[config.mk]
export PLATFORM = sky130hd
export DESIGN_NAME = i2c_slave_response_control
export DESIGN_NICKNAME = d
export VERILOG_FILES = /design/src/logic/i2c_slave_response_control.v
export VERILOG_INCLUDE_DIRS = /design/src /design/src/shared
export SDC_FILE = /design/constraint.sdc
export NUM_CORES = 1
export LEC_CHECK = 0
export BUFFER_PORTS_ARGS = -buffer_cell sky130_fd_sc_hd__buf_2
export CORE_MARGIN = 2
export CORE_UTILIZATION = 45
export DETAILED_ROUTE_END_ITERATION = 16
export GPL_TIMING_DRIVEN = 0
export PLACE_DENSITY_LB_ADDON = 0.12
export SKIP_CTS_REPAIR_TIMING = 1
export SYNTH_ARGS = -nofsm -noshare
export SYNTH_HDL_FRONTEND = slang
export SYNTH_SLANG_ARGS = --single-unit
export TNS_END_PERCENT = 10
[constraint.sdc]
create_clock -name mclk -period 1.5 [get_ports mclk]
set_input_delay 0 -clock mclk [delete_from_list [all_inputs] [get_ports mclk]]
set_output_delay 0 -clock mclk [all_outputs]
set_load 0.02 [all_outputs]
[src/shared/i2c_resp_regs.vh]
// Register map and field constants of the slave response control block
`ifndef I2C_RESP_REGS_VH
`define I2C_RESP_REGS_VH

// ****************************************************************
// Register byte offsets
// ****************************************************************
`define OFS_SLAVE_DATA_FORCE_DATA_A_CTRL   12'h0084
`define OFS_SDA_SETUP_DELAY        12'h0094
`define OFS_GENERAL_CALL_ACK_CTRL  12'h0098
`define OFS_RESP_STATUS            12'h00A0

// ****************************************************************
// Field widths, positions and reset values
// ****************************************************************
`define ADDR_W                     12
`define SETUP_W                    8
`define SETUP_RST                  8'h00
`define BIT_RST                    1'b0
`define ZERO_WORD                  32'h0000_0000
`define SETUP_ONE                  8'h01
`define SETUP_ZERO                 8'h00
`define STAT_W                     4
`define SEL_W                      4
`define SEL_FORCE_DATA_A                   0
`define SEL_SETUP                  1
`define SEL_GCALL                  2
`define SEL_STAT                   3
`define CTRL_BIT                   0
`define BYTE_ZERO                  8'h00

`endif

[src/logic/i2c_slave_response_control.v]
// Slave-side ACK/FORCE_DATA_A, general call and SDA setup hold control with APB registers
//
// Implementation choice: the APB slave port.
`timescale 1ns/1ps

`include "i2c_resp_regs.vh"

module i2c_slave_response_control (
  // Clock and reset
  input  wire                   mclk,
  input  wire                   rst_b,
  // APB slave
  input  wire                   psel,
  input  wire                   penable,
  input  wire                   pwrite,
  input  wire [`ADDR_W-1:0]     paddr,
  input  wire [31:0]            pwdata,
  output reg  [31:0]            prdata,
  output reg                    pready,
  output reg                    pslverr,
  // Controller core state
  input  wire                   ctrl_enable,
  input  wire                   slave_mode,
  input  wire                   slave_active,
  input  wire                   slave_rx_mode,
  input  wire                   slave_tx_mode,
  // Received byte and address events from the slave engine
  input  wire                   data_byte_done,
  input  wire [7:0]             rx_byte,
  input  wire                   normal_ack,
  input  wire                   gcall_addr_done,
  input  wire                   ack_slot_end,
  input  wire                   sda_changed,
  // Responses to the slave engine
  output reg                    ack_valid,
  output reg                    ack_force_data_a,
  output reg                    sda_output_enable,
  output reg                    rx_push,
  output reg  [7:0]             rx_push_data,
  output reg                    gcall_irq,
  output reg                    scl_hold_low
);

  // ****************************************************************
  // Reset release
  // ****************************************************************
  reg                   rst_meta_b;
  reg                   rst_sync_b;

  // Two-stage release of the asynchronous reset
  always @(posedge mclk or negedge rst_b) begin
    if (!rst_b) begin
      rst_meta_b <= 1'b0;
      rst_sync_b <= 1'b0;
    end else begin
      rst_meta_b <= 1'b1;
      rst_sync_b <= rst_meta_b;
    end
  end

  // ****************************************************************
  // Register file
  // ****************************************************************
  reg                   force_data_force_data_a_bit;
  reg                   general_call_ack_bit;
  reg  [`SETUP_W-1:0]   sda_setup_delay;
  reg                   next_force_data_force_data_a_bit;
  reg                   next_general_call_ack_bit;
  reg  [`SETUP_W-1:0]   next_sda_setup_delay;
  reg  [31:0]           next_prdata;
  reg                   next_pslverr;

  wire                  apb_setup;
  wire                  apb_write;
  wire [`SEL_W-1:0]     reg_sel;
  wire                  force_data_a_write_open;
  wire                  setup_write_open;
  wire [`STAT_W-1:0]    status_bits;

  // One-hot register select, shared by write gating, read mux and error answer
  function [`SEL_W-1:0] reg_select;
    input [`ADDR_W-1:0] a;
    begin
      reg_select = {`SEL_W{1'b0}};
      if (a == `OFS_SLAVE_DATA_FORCE_DATA_A_CTRL) begin
        reg_select[`SEL_FORCE_DATA_A] = 1'b1;
      end
      if (a == `OFS_SDA_SETUP_DELAY) begin
        reg_select[`SEL_SETUP] = 1'b1;
      end
      if (a == `OFS_GENERAL_CALL_ACK_CTRL) begin
        reg_select[`SEL_GCALL] = 1'b1;
      end
      if (a == `OFS_RESP_STATUS) begin
        reg_select[`SEL_STAT] = 1'b1;
      end
    end
  endfunction

  // One control bit at its field, reserved bits zero
  function [31:0] pad_bit;
    input b;
    begin
      pad_bit            = `ZERO_WORD;
      pad_bit[`CTRL_BIT] = b;
    end
  endfunction

  // Bus phase, decode, write locks and status word
  assign apb_setup        = psel & ~penable;
  assign apb_write        = psel & penable & pwrite;
  assign reg_sel          = reg_select(paddr);
  assign force_data_a_write_open  = ~ctrl_enable & ~slave_active;
  assign setup_write_open = ~ctrl_enable;
  assign status_bits      = {scl_hold_low, sda_output_enable, slave_active, ctrl_enable};

  // Next register values; a locked write leaves the old value in place
  always @* begin
    next_force_data_force_data_a_bit  = force_data_force_data_a_bit;
    next_sda_setup_delay      = sda_setup_delay;
    next_general_call_ack_bit = general_call_ack_bit;
    if (apb_write) begin
      if (reg_sel[`SEL_FORCE_DATA_A] && force_data_a_write_open) begin
        next_force_data_force_data_a_bit = pwdata[`CTRL_BIT];
      end
      if (reg_sel[`SEL_SETUP] && setup_write_open) begin
        next_sda_setup_delay = pwdata[`SETUP_W-1:0];
      end
      if (reg_sel[`SEL_GCALL]) begin
        next_general_call_ack_bit = pwdata[`CTRL_BIT];
      end
    end
  end

  // Data FORCE_DATA_A control bit
  always @(posedge mclk or negedge rst_sync_b) begin
    if (!rst_sync_b) begin
      force_data_force_data_a_bit <= `BIT_RST;
    end else begin
      force_data_force_data_a_bit <= next_force_data_force_data_a_bit;
    end
  end

  // SDA setup delay field
  always @(posedge mclk or negedge rst_sync_b) begin
    if (!rst_sync_b) begin
      sda_setup_delay <= `SETUP_RST;
    end else begin
      sda_setup_delay <= next_sda_setup_delay;
    end
  end

  // General call acknowledge bit
  always @(posedge mclk or negedge rst_sync_b) begin
    if (!rst_sync_b) begin
      general_call_ack_bit <= `BIT_RST;
    end else begin
      general_call_ack_bit <= next_general_call_ack_bit;
    end
  end

  // Read data and error answer prepared in the setup cycle, zero wait states
  always @* begin
    next_prdata  = prdata;
    next_pslverr = pslverr;
    if (apb_setup) begin
      next_pslverr = ~|reg_sel;
      if (reg_sel[`SEL_FORCE_DATA_A]) begin
        next_prdata = pad_bit(force_data_force_data_a_bit);
      end else if (reg_sel[`SEL_SETUP]) begin
        next_prdata = {{(32-`SETUP_W){1'b0}}, sda_setup_delay};
      end else if (reg_sel[`SEL_GCALL]) begin
        next_prdata = pad_bit(general_call_ack_bit);
      end else if (reg_sel[`SEL_STAT]) begin
        next_prdata = {{(32-`STAT_W){1'b0}}, status_bits};
      end else begin
        next_prdata = `ZERO_WORD;
      end
    end
  end

  // Answer registers; pready stands high from one clock after reset release
  always @(posedge mclk or negedge rst_sync_b) begin
    if (!rst_sync_b) begin
      prdata  <= `ZERO_WORD;
      pready  <= `BIT_RST;
      pslverr <= `BIT_RST;
    end else begin
      prdata  <= next_prdata;
      pready  <= 1'b1;
      pslverr <= next_pslverr;
    end
  end

  // ****************************************************************
  // Acknowledge decision and receive push
  // ****************************************************************
  reg                   next_ack_valid;
  reg                   next_ack_force_data_a;
  reg                   next_sda_output_enable;
  reg                   next_rx_push;
  reg  [7:0]            next_rx_push_data;
  reg                   next_gcall_irq;

  wire                  force_applies;
  wire                  gcall_taken;

  // Forcing needs the receiver role, general call needs slave mode
  assign force_applies = slave_rx_mode & force_data_force_data_a_bit;
  assign gcall_taken   = gcall_addr_done & slave_mode;

  // Data bytes win over general call; a new decision overrides the slot end
  always @* begin
    next_ack_valid         = 1'b0;
    next_ack_force_data_a          = ack_force_data_a;
    next_sda_output_enable = sda_output_enable;
    next_rx_push           = 1'b0;
    next_rx_push_data      = rx_push_data;
    next_gcall_irq         = 1'b0;
    if (ack_slot_end) begin
      next_sda_output_enable = 1'b0;
    end
    if (data_byte_done) begin
      next_ack_valid = 1'b1;
      if (force_applies) begin
        next_ack_force_data_a          = 1'b1;
        next_sda_output_enable = 1'b0;
        next_rx_push           = 1'b0;
      end else begin
        next_ack_force_data_a          = ~normal_ack;
        next_sda_output_enable = normal_ack;
        next_rx_push           = normal_ack & slave_rx_mode;
        next_rx_push_data      = rx_byte;
      end
    end else if (gcall_taken) begin
      next_ack_valid         = 1'b1;
      next_ack_force_data_a          = ~general_call_ack_bit;
      next_sda_output_enable = general_call_ack_bit;
      next_gcall_irq         = general_call_ack_bit;
    end
  end

  // Decision strobe and the FORCE_DATA_A level it carries
  always @(posedge mclk or negedge rst_sync_b) begin
    if (!rst_sync_b) begin
      ack_valid <= `BIT_RST;
      ack_force_data_a  <= `BIT_RST;
    end else begin
      ack_valid <= next_ack_valid;
      ack_force_data_a  <= next_ack_force_data_a;
    end
  end

  // SDA driver enable, high while an ACK is driven
  always @(posedge mclk or negedge rst_sync_b) begin
    if (!rst_sync_b) begin
      sda_output_enable <= `BIT_RST;
    end else begin
      sda_output_enable <= next_sda_output_enable;
    end
  end

  // Receive buffer push and its byte
  always @(posedge mclk or negedge rst_sync_b) begin
    if (!rst_sync_b) begin
      rx_push      <= `BIT_RST;
      rx_push_data <= `BYTE_ZERO;
    end else begin
      rx_push      <= next_rx_push;
      rx_push_data <= next_rx_push_data;
    end
  end

  // General call interrupt strobe
  always @(posedge mclk or negedge rst_sync_b) begin
    if (!rst_sync_b) begin
      gcall_irq <= `BIT_RST;
    end else begin
      gcall_irq <= next_gcall_irq;
    end
  end

  // ****************************************************************
  // SDA setup hold of SCL
  // ****************************************************************
  reg  [`SETUP_W-1:0]   hold_count;
  reg  [`SETUP_W-1:0]   next_hold_count;
  reg                   next_scl_hold_low;

  wire                  hold_start;

  // Only a transmitter's own SDA change starts the hold
  assign hold_start = sda_changed & slave_tx_mode;

  // Hold lasts sda_setup_delay clocks; a zero delay gives no hold
  always @* begin
    next_hold_count   = `SETUP_ZERO;
    next_scl_hold_low = 1'b0;
    if (hold_start) begin
      next_hold_count   = sda_setup_delay;
      next_scl_hold_low = (sda_setup_delay != `SETUP_ZERO);
    end else if (hold_count > `SETUP_ONE) begin
      next_hold_count   = hold_count - `SETUP_ONE;
      next_scl_hold_low = scl_hold_low;
    end
  end

  // Hold counter and SCL hold output
  always @(posedge mclk or negedge rst_sync_b) begin
    if (!rst_sync_b) begin
      hold_count   <= `SETUP_ZERO;
      scl_hold_low <= `BIT_RST;
    end else begin
      hold_count   <= next_hold_count;
      scl_hold_low <= next_scl_hold_low;
    end
  end

endmodule

---- After elaboration in Yosys (flattened, before gate mapping) ----
Cells that the tools add are included.
cells by class
  add/sub/neg operators ................... 1
  multipliers ............................. 0
  divide/modulo/power cells ............... 0
  $lt $le $gt $ge ......................... 1
  equality and inequality tests ........... 5
  shift operators ......................... 0
  muxes and demuxes ....................... 25
  bitwise gates (word level) .............. 14
  reduce and logical (&&, ||, !) cells .... 11
operator list
  kind                 number
  $eq 12x8->1 const B  4
  $mux 8               4
  $mux 1               19
  $and 1x1->1          8
  $gt 8x1->1 const B   1
  $mux 4               2
  $reduce_and 2->1     4
  $reduce_bool 8->1    1
  $sub 8x1->8 const B  1
  $not 1->1            6
  $reduce_or 4->1      1
  $reduce_bool 3->1    1
  $logic_and 1x1->1    2
  $ne 2x2->1 const B   1
  $reduce_bool 2->1    1
  $logic_not 1->1      1
storage, ports and cells
  flip-flop bits (word level) ............. 68
  latch bits .............................. 0
  memory bits (writable) .................. 0
  bits in read-only memories .............. 0
  bits of input ports ..................... 67
  output and inout port bits .............. 48
  word-level logic and storage cells ...... 73
  memories kept ........................... 0

---- Longest topological paths before layout ----
  depth after elaboration ................. 6
  depth in mapped cells ................... 6
  mapped depth without buffers ............ 6

---- Least setup slack after synthesis ----
No wires, ideal clock.
  path type ............................... flip-flop to flip-flop
  from .................................... register hold_count[3]
  to ...................................... register hold_count[2]
  library setup time ...................... 0.140 ns
  data arrival time ....................... 1.510 ns
  data required time ...................... 1.360 ns
  slack ................................... -0.150 ns
  cell stages (with the launch flop) ...... 4
  path buffers ............................ 0
  clock period less this slack ............ 1.650 ns
  cell sequence ........................... dfrtp_1 -> or4_1 -> o41ai_4 -> o21ai_0
on the way
  word-level cells in the longest chain between the ends .. 3
RTL lines
  what                          line                              source
  start: declaration            i2c_slave_response_control.v:286  reg [`SETUP_W-1:0] hold_count;
  start signal: assignment      i2c_slave_response_control.v:311  hold_count <= `SETUP_ZERO;
  start signal: assignment      i2c_slave_response_control.v:314  hold_count <= next_hold_count;
  $gt 8x1->1 (no source line)   --
  $mux 8                        i2c_slave_response_control.v:302  end else if (hold_count > `SETUP_ONE) begin
  $mux 8                        i2c_slave_response_control.v:299  if (hold_start) begin
  named net next_hold_count[2]  i2c_slave_response_control.v:287  reg [`SETUP_W-1:0] next_hold_count;
The timed path passes the listed nets, and every way through them passes these cells.
A chain may end at the register's enable or synchronous reset.

---- Worst setup path in the final report ----
  from .................................... register hold_count[3]
  to ...................................... register hold_count[1]
The elaborated chain is that of the path after synthesis.

==> flow_summary_export.csv <==
group,metric,value,unit
outcome,outcome,"complete, but fails checks",
outcome,violations_in_the_final_reports,"negative hold slack, negative setup slack",
critical_path,critical_path.max_fanout,8,
yosys,synth_cell_types,44,
sta,fmax,590,MHz
sta,layout_setup_ws,-196,ps
power,power_frac_clock,24.3,%
die,floorplan.die.height,73.9,µm
sta,finalSetupViolCount,8,
power,switching_share,29.9,%
sta,finalMaxSlewViolations,0,
grt,gr-max-usage-layer,"met2",
cts,clockBufferDepth,2,
worst_hold_path,timing.hold.worst.class,"input port to flip-flop",
power,power.net_switching,907,µW
power,p_leak,0.00157,µW
critical_path,cp-end-kind,"flip-flop",
power,worst_ir_drop_vdd,562,µV
cts,tritoncts,"built",
cts,cts-root-buf,"clkbuf_8",
flow_run,max_cap_viol_count,0,
power,total_power,3030,µW
critical_path,worst-r2r-setup-slack,-200,ps
die,die_outline_area,0.00545,mm²
critical_path,path_class,"flip-flop to flip-flop",
grt,grt_util_all_layers,16.7,%
sta,layout_min_cycle_time,1700,ps
placed_design,port-buffer-count,66,
placed_design,detailed_place.area,0.00273,mm²
die,die_width,73.9,µm
power,p_int,2120,µW
yosys,synth.area.top_cells,"dfrtp_1, mux2_2, buf_4",
yosys,syn-cell-area,0.00220,mm²
die,io_pins,115,
yosys,synth_commonest_cells,"dfrtp_1, buf_4, mux2_2, nand2_1, o21ai_0",
grt,first_global_vias,1577,
yosys,number_of_flops_mapped_to_enable_cells_by_yosys,0,
cts,h-tree-depth,2,
yosys,netlist.area_leader.share,50.1,%
yosys,synth_most_common_cell,"dfrtp_1",
grt,initial_antenna_violation_count,0,
yosys,synthCells,189,
yosys,syn-mean-instance-area,11.6,µm²
cts,clk_pin_slew,80,ps
yosys,ys_dominant_reg_cell,"dfrtp_1",
placed_design,finalWeightedCongestion,0.813,
power,seq_power_share,46.6,%
grt,grt_start_max_net_pins,42,
route,detail_route.wl_per_cell,12.1,µm
cells_and_area,area_growth_syn_to_layout,38.9,%
cells_and_area,diodes,0,
die,placeableCoreArea,0.00472,mm²
grt,grt_use_met1,21.4,%
route,vias_per_cell,4.63,
sta,max_slew.worst_pin.slew,537,ps
sta,fin_hold_ws,-14.1,ps
yosys,netlist.top_cell.by_area,"dfrtp_1",
route,drcViolationCount,0,
die,num_rows,25,
cells_and_area,final_layout_size_suffix_gt1_share,42.1,%
route,drt_iter0_markers,94,
cts,cts.sinks,44,
sta,fin_worst_skew,4.51,ps
grt,met3_usage,5.35,%
route,via_count,1752,
route,ant_nets,0,
cells_and_area,finished_cell_area,0.00305,mm²
power,power.density,994,mW/mm²
cells_and_area,fillerInstances,389,
grt,grt_pass1_wl,7.01,mm
sta,timing.slew.headroom,64.1,%
power,p_comb_share,29.1,%
die,floorplan.initialDensity,46.5,%
grt,globalRoute.totalOverflow,0,
yosys,total_of_flip_flops_plus_latches_after_synthesis,44,
yosys,synthesis.yosys.warnings,0,
cts,clk_latency,290,ps
critical_path,worst_ep_arrival_time,1870,ps
cts,cts_inserted_buffers,5,
yosys,async_flop_share,100,%
route,route.final.wire_length,4.59,mm
route,dr.pass1.iters,4,
critical_path,worst_setup_path_start_kind,"flip-flop",
yosys,synth.yosys.seq_area_share,50.1,%
cells_and_area,num-nets-final,379,
grt,use_met2,27.2,%
sta,layout_worst_path_cycle_share,113,%
sta,final-hold-violation-count,1,
critical_path,required_time_at_the_endpoint_of_the_critical_path,1670,ps
placed_design,dp_hpwl,3.40,mm
sta,rsz0062_at_grt,"yes",
final timing paths:
path,startpoint,end,cells past startpoint
setup / recovery,hold_count[3],hold_count[1],4
hold reg to reg,rst_sync_b,prdata[4],0
min in group asynchronous,rst_b,rst_meta_b,2
max in group asynchronous,rst_sync_b,force_data_force_data_a_bit,1
hold / removal,slave_mode,ack_valid,2
setup reg to reg,hold_count[3],hold_count[1],4
through the flow:
stage / setup slack (ps) / hold slack, ps / setup TNS, ps / std cells / utilization [%]
CTS: -259 / -528 / -2410 / 355 / 59.6
floorplan: -23.5 / -296 / -188 / 213 / -
finish: -196 / -14.1 / -1450 / 378 / 64.6
global route: -259 / 2.86 / -2050 / 378 / 64.6
detailed placement: -248 / -210 / -3410 / 347 / 57.7
global placement: -321 / -213 / -16770 / 346 / 57.2
kinds of logic after synthesis:
kind of cell	Yosys count	synth area share (%)
compound gates	28	9.80
flops	44	50.1
xor+xnor	5	1.99
simple gates	57	16.7
other cells	2	0.342
buf+inv	31	9.74
fa+ha+maj	2	1.14
mux	20	10.1
area by class of cell:
type	count	area [µm²]	area share, %
inverters	5	18.8	0.615
multi-input cells	138	978	32.1
clock buffers	8	90.1	2.95
repair buffers	90	582	19.1
flip-flops and latches	44	1100	36.1
well taps	67	83.8	2.75
plain buffers	26	195	6.40
per-layer routing:
layer  up-vias  share of wire [%]
li1        855                  -
met5         -                  0
met4         0                1.2
met2        69                 49
met1       821                 44
met3         7                6.0
worst max-delay path: stages, from the launching register on:
cell     delay [ps]
dfrtp_1         430
or4_4           560
o41ai_4         350
buf_6           180
o21ai_1          70
registers in the layout, summed over array words and instances (netlist names):
| register | flops |
|---|---|
| hold_count | 8 |
| prdata | 8 |
| rx_push_data | 8 |
| sda_setup_delay | 8 |
| ack_force_data_a | 1 |
| ack_valid | 1 |
| force_data_force_data_a_bit | 1 |
| gcall_irq | 1 |
| general_call_ack_bit | 1 |
| pready | 1 |
| pslverr | 1 |
| rst_meta_b | 1 |
| rst_sync_b | 1 |
| rx_push | 1 |
| scl_hold_low | 1 |
| sda_output_enable | 1 |
placed cells by master (no fill, tap or decap), types with 2 or more instances in the layout:
cell type | synthesis | routed
inv_1 | 5 | 5
ha_1 | 2 | 2
clkbuf_1 | 1 | 3
or4_1 | 3 | 2
nor2b_1 | 5 | 5
mux2i_1 | 2 | 2
clkbuf_8 | 0 | 6
buf_2 | 0 | 66
buf_4 | 24 | 24
o21ai_0 | 12 | 4
xnor2_1 | 4 | 4
buf_6 | 1 | 2
a22o_1 | 4 | 4
a21oi_1 | 2 | 2
nand2b_1 | 4 | 4
nand3_1 | 4 | 4
a221o_2 | 3 | 3
and3_1 | 2 | 2
dfrtp_1 | 44 | 43
nor2_1 | 8 | 8
or4_4 | 1 | 2
dlygate4sd3_1 | 0 | 22
nand2_1 | 12 | 12
mux2_2 | 18 | 18
conb_1 | 2 | 26
o21ai_1 | 0 | 8
and2_1 | 4 | 4
nand4_1 | 2 | 2
power groups by stage:
stage	Clock, µW	Sequential [µW]	Combinational [µW]
floorplan	0	1470	569
global placement	0	1450	763
detailed placement	0	1440	814
CTS	776	1420	814
global route	818	1430	979
finish	737	1410	882
(Power assumes the default switching activity.)
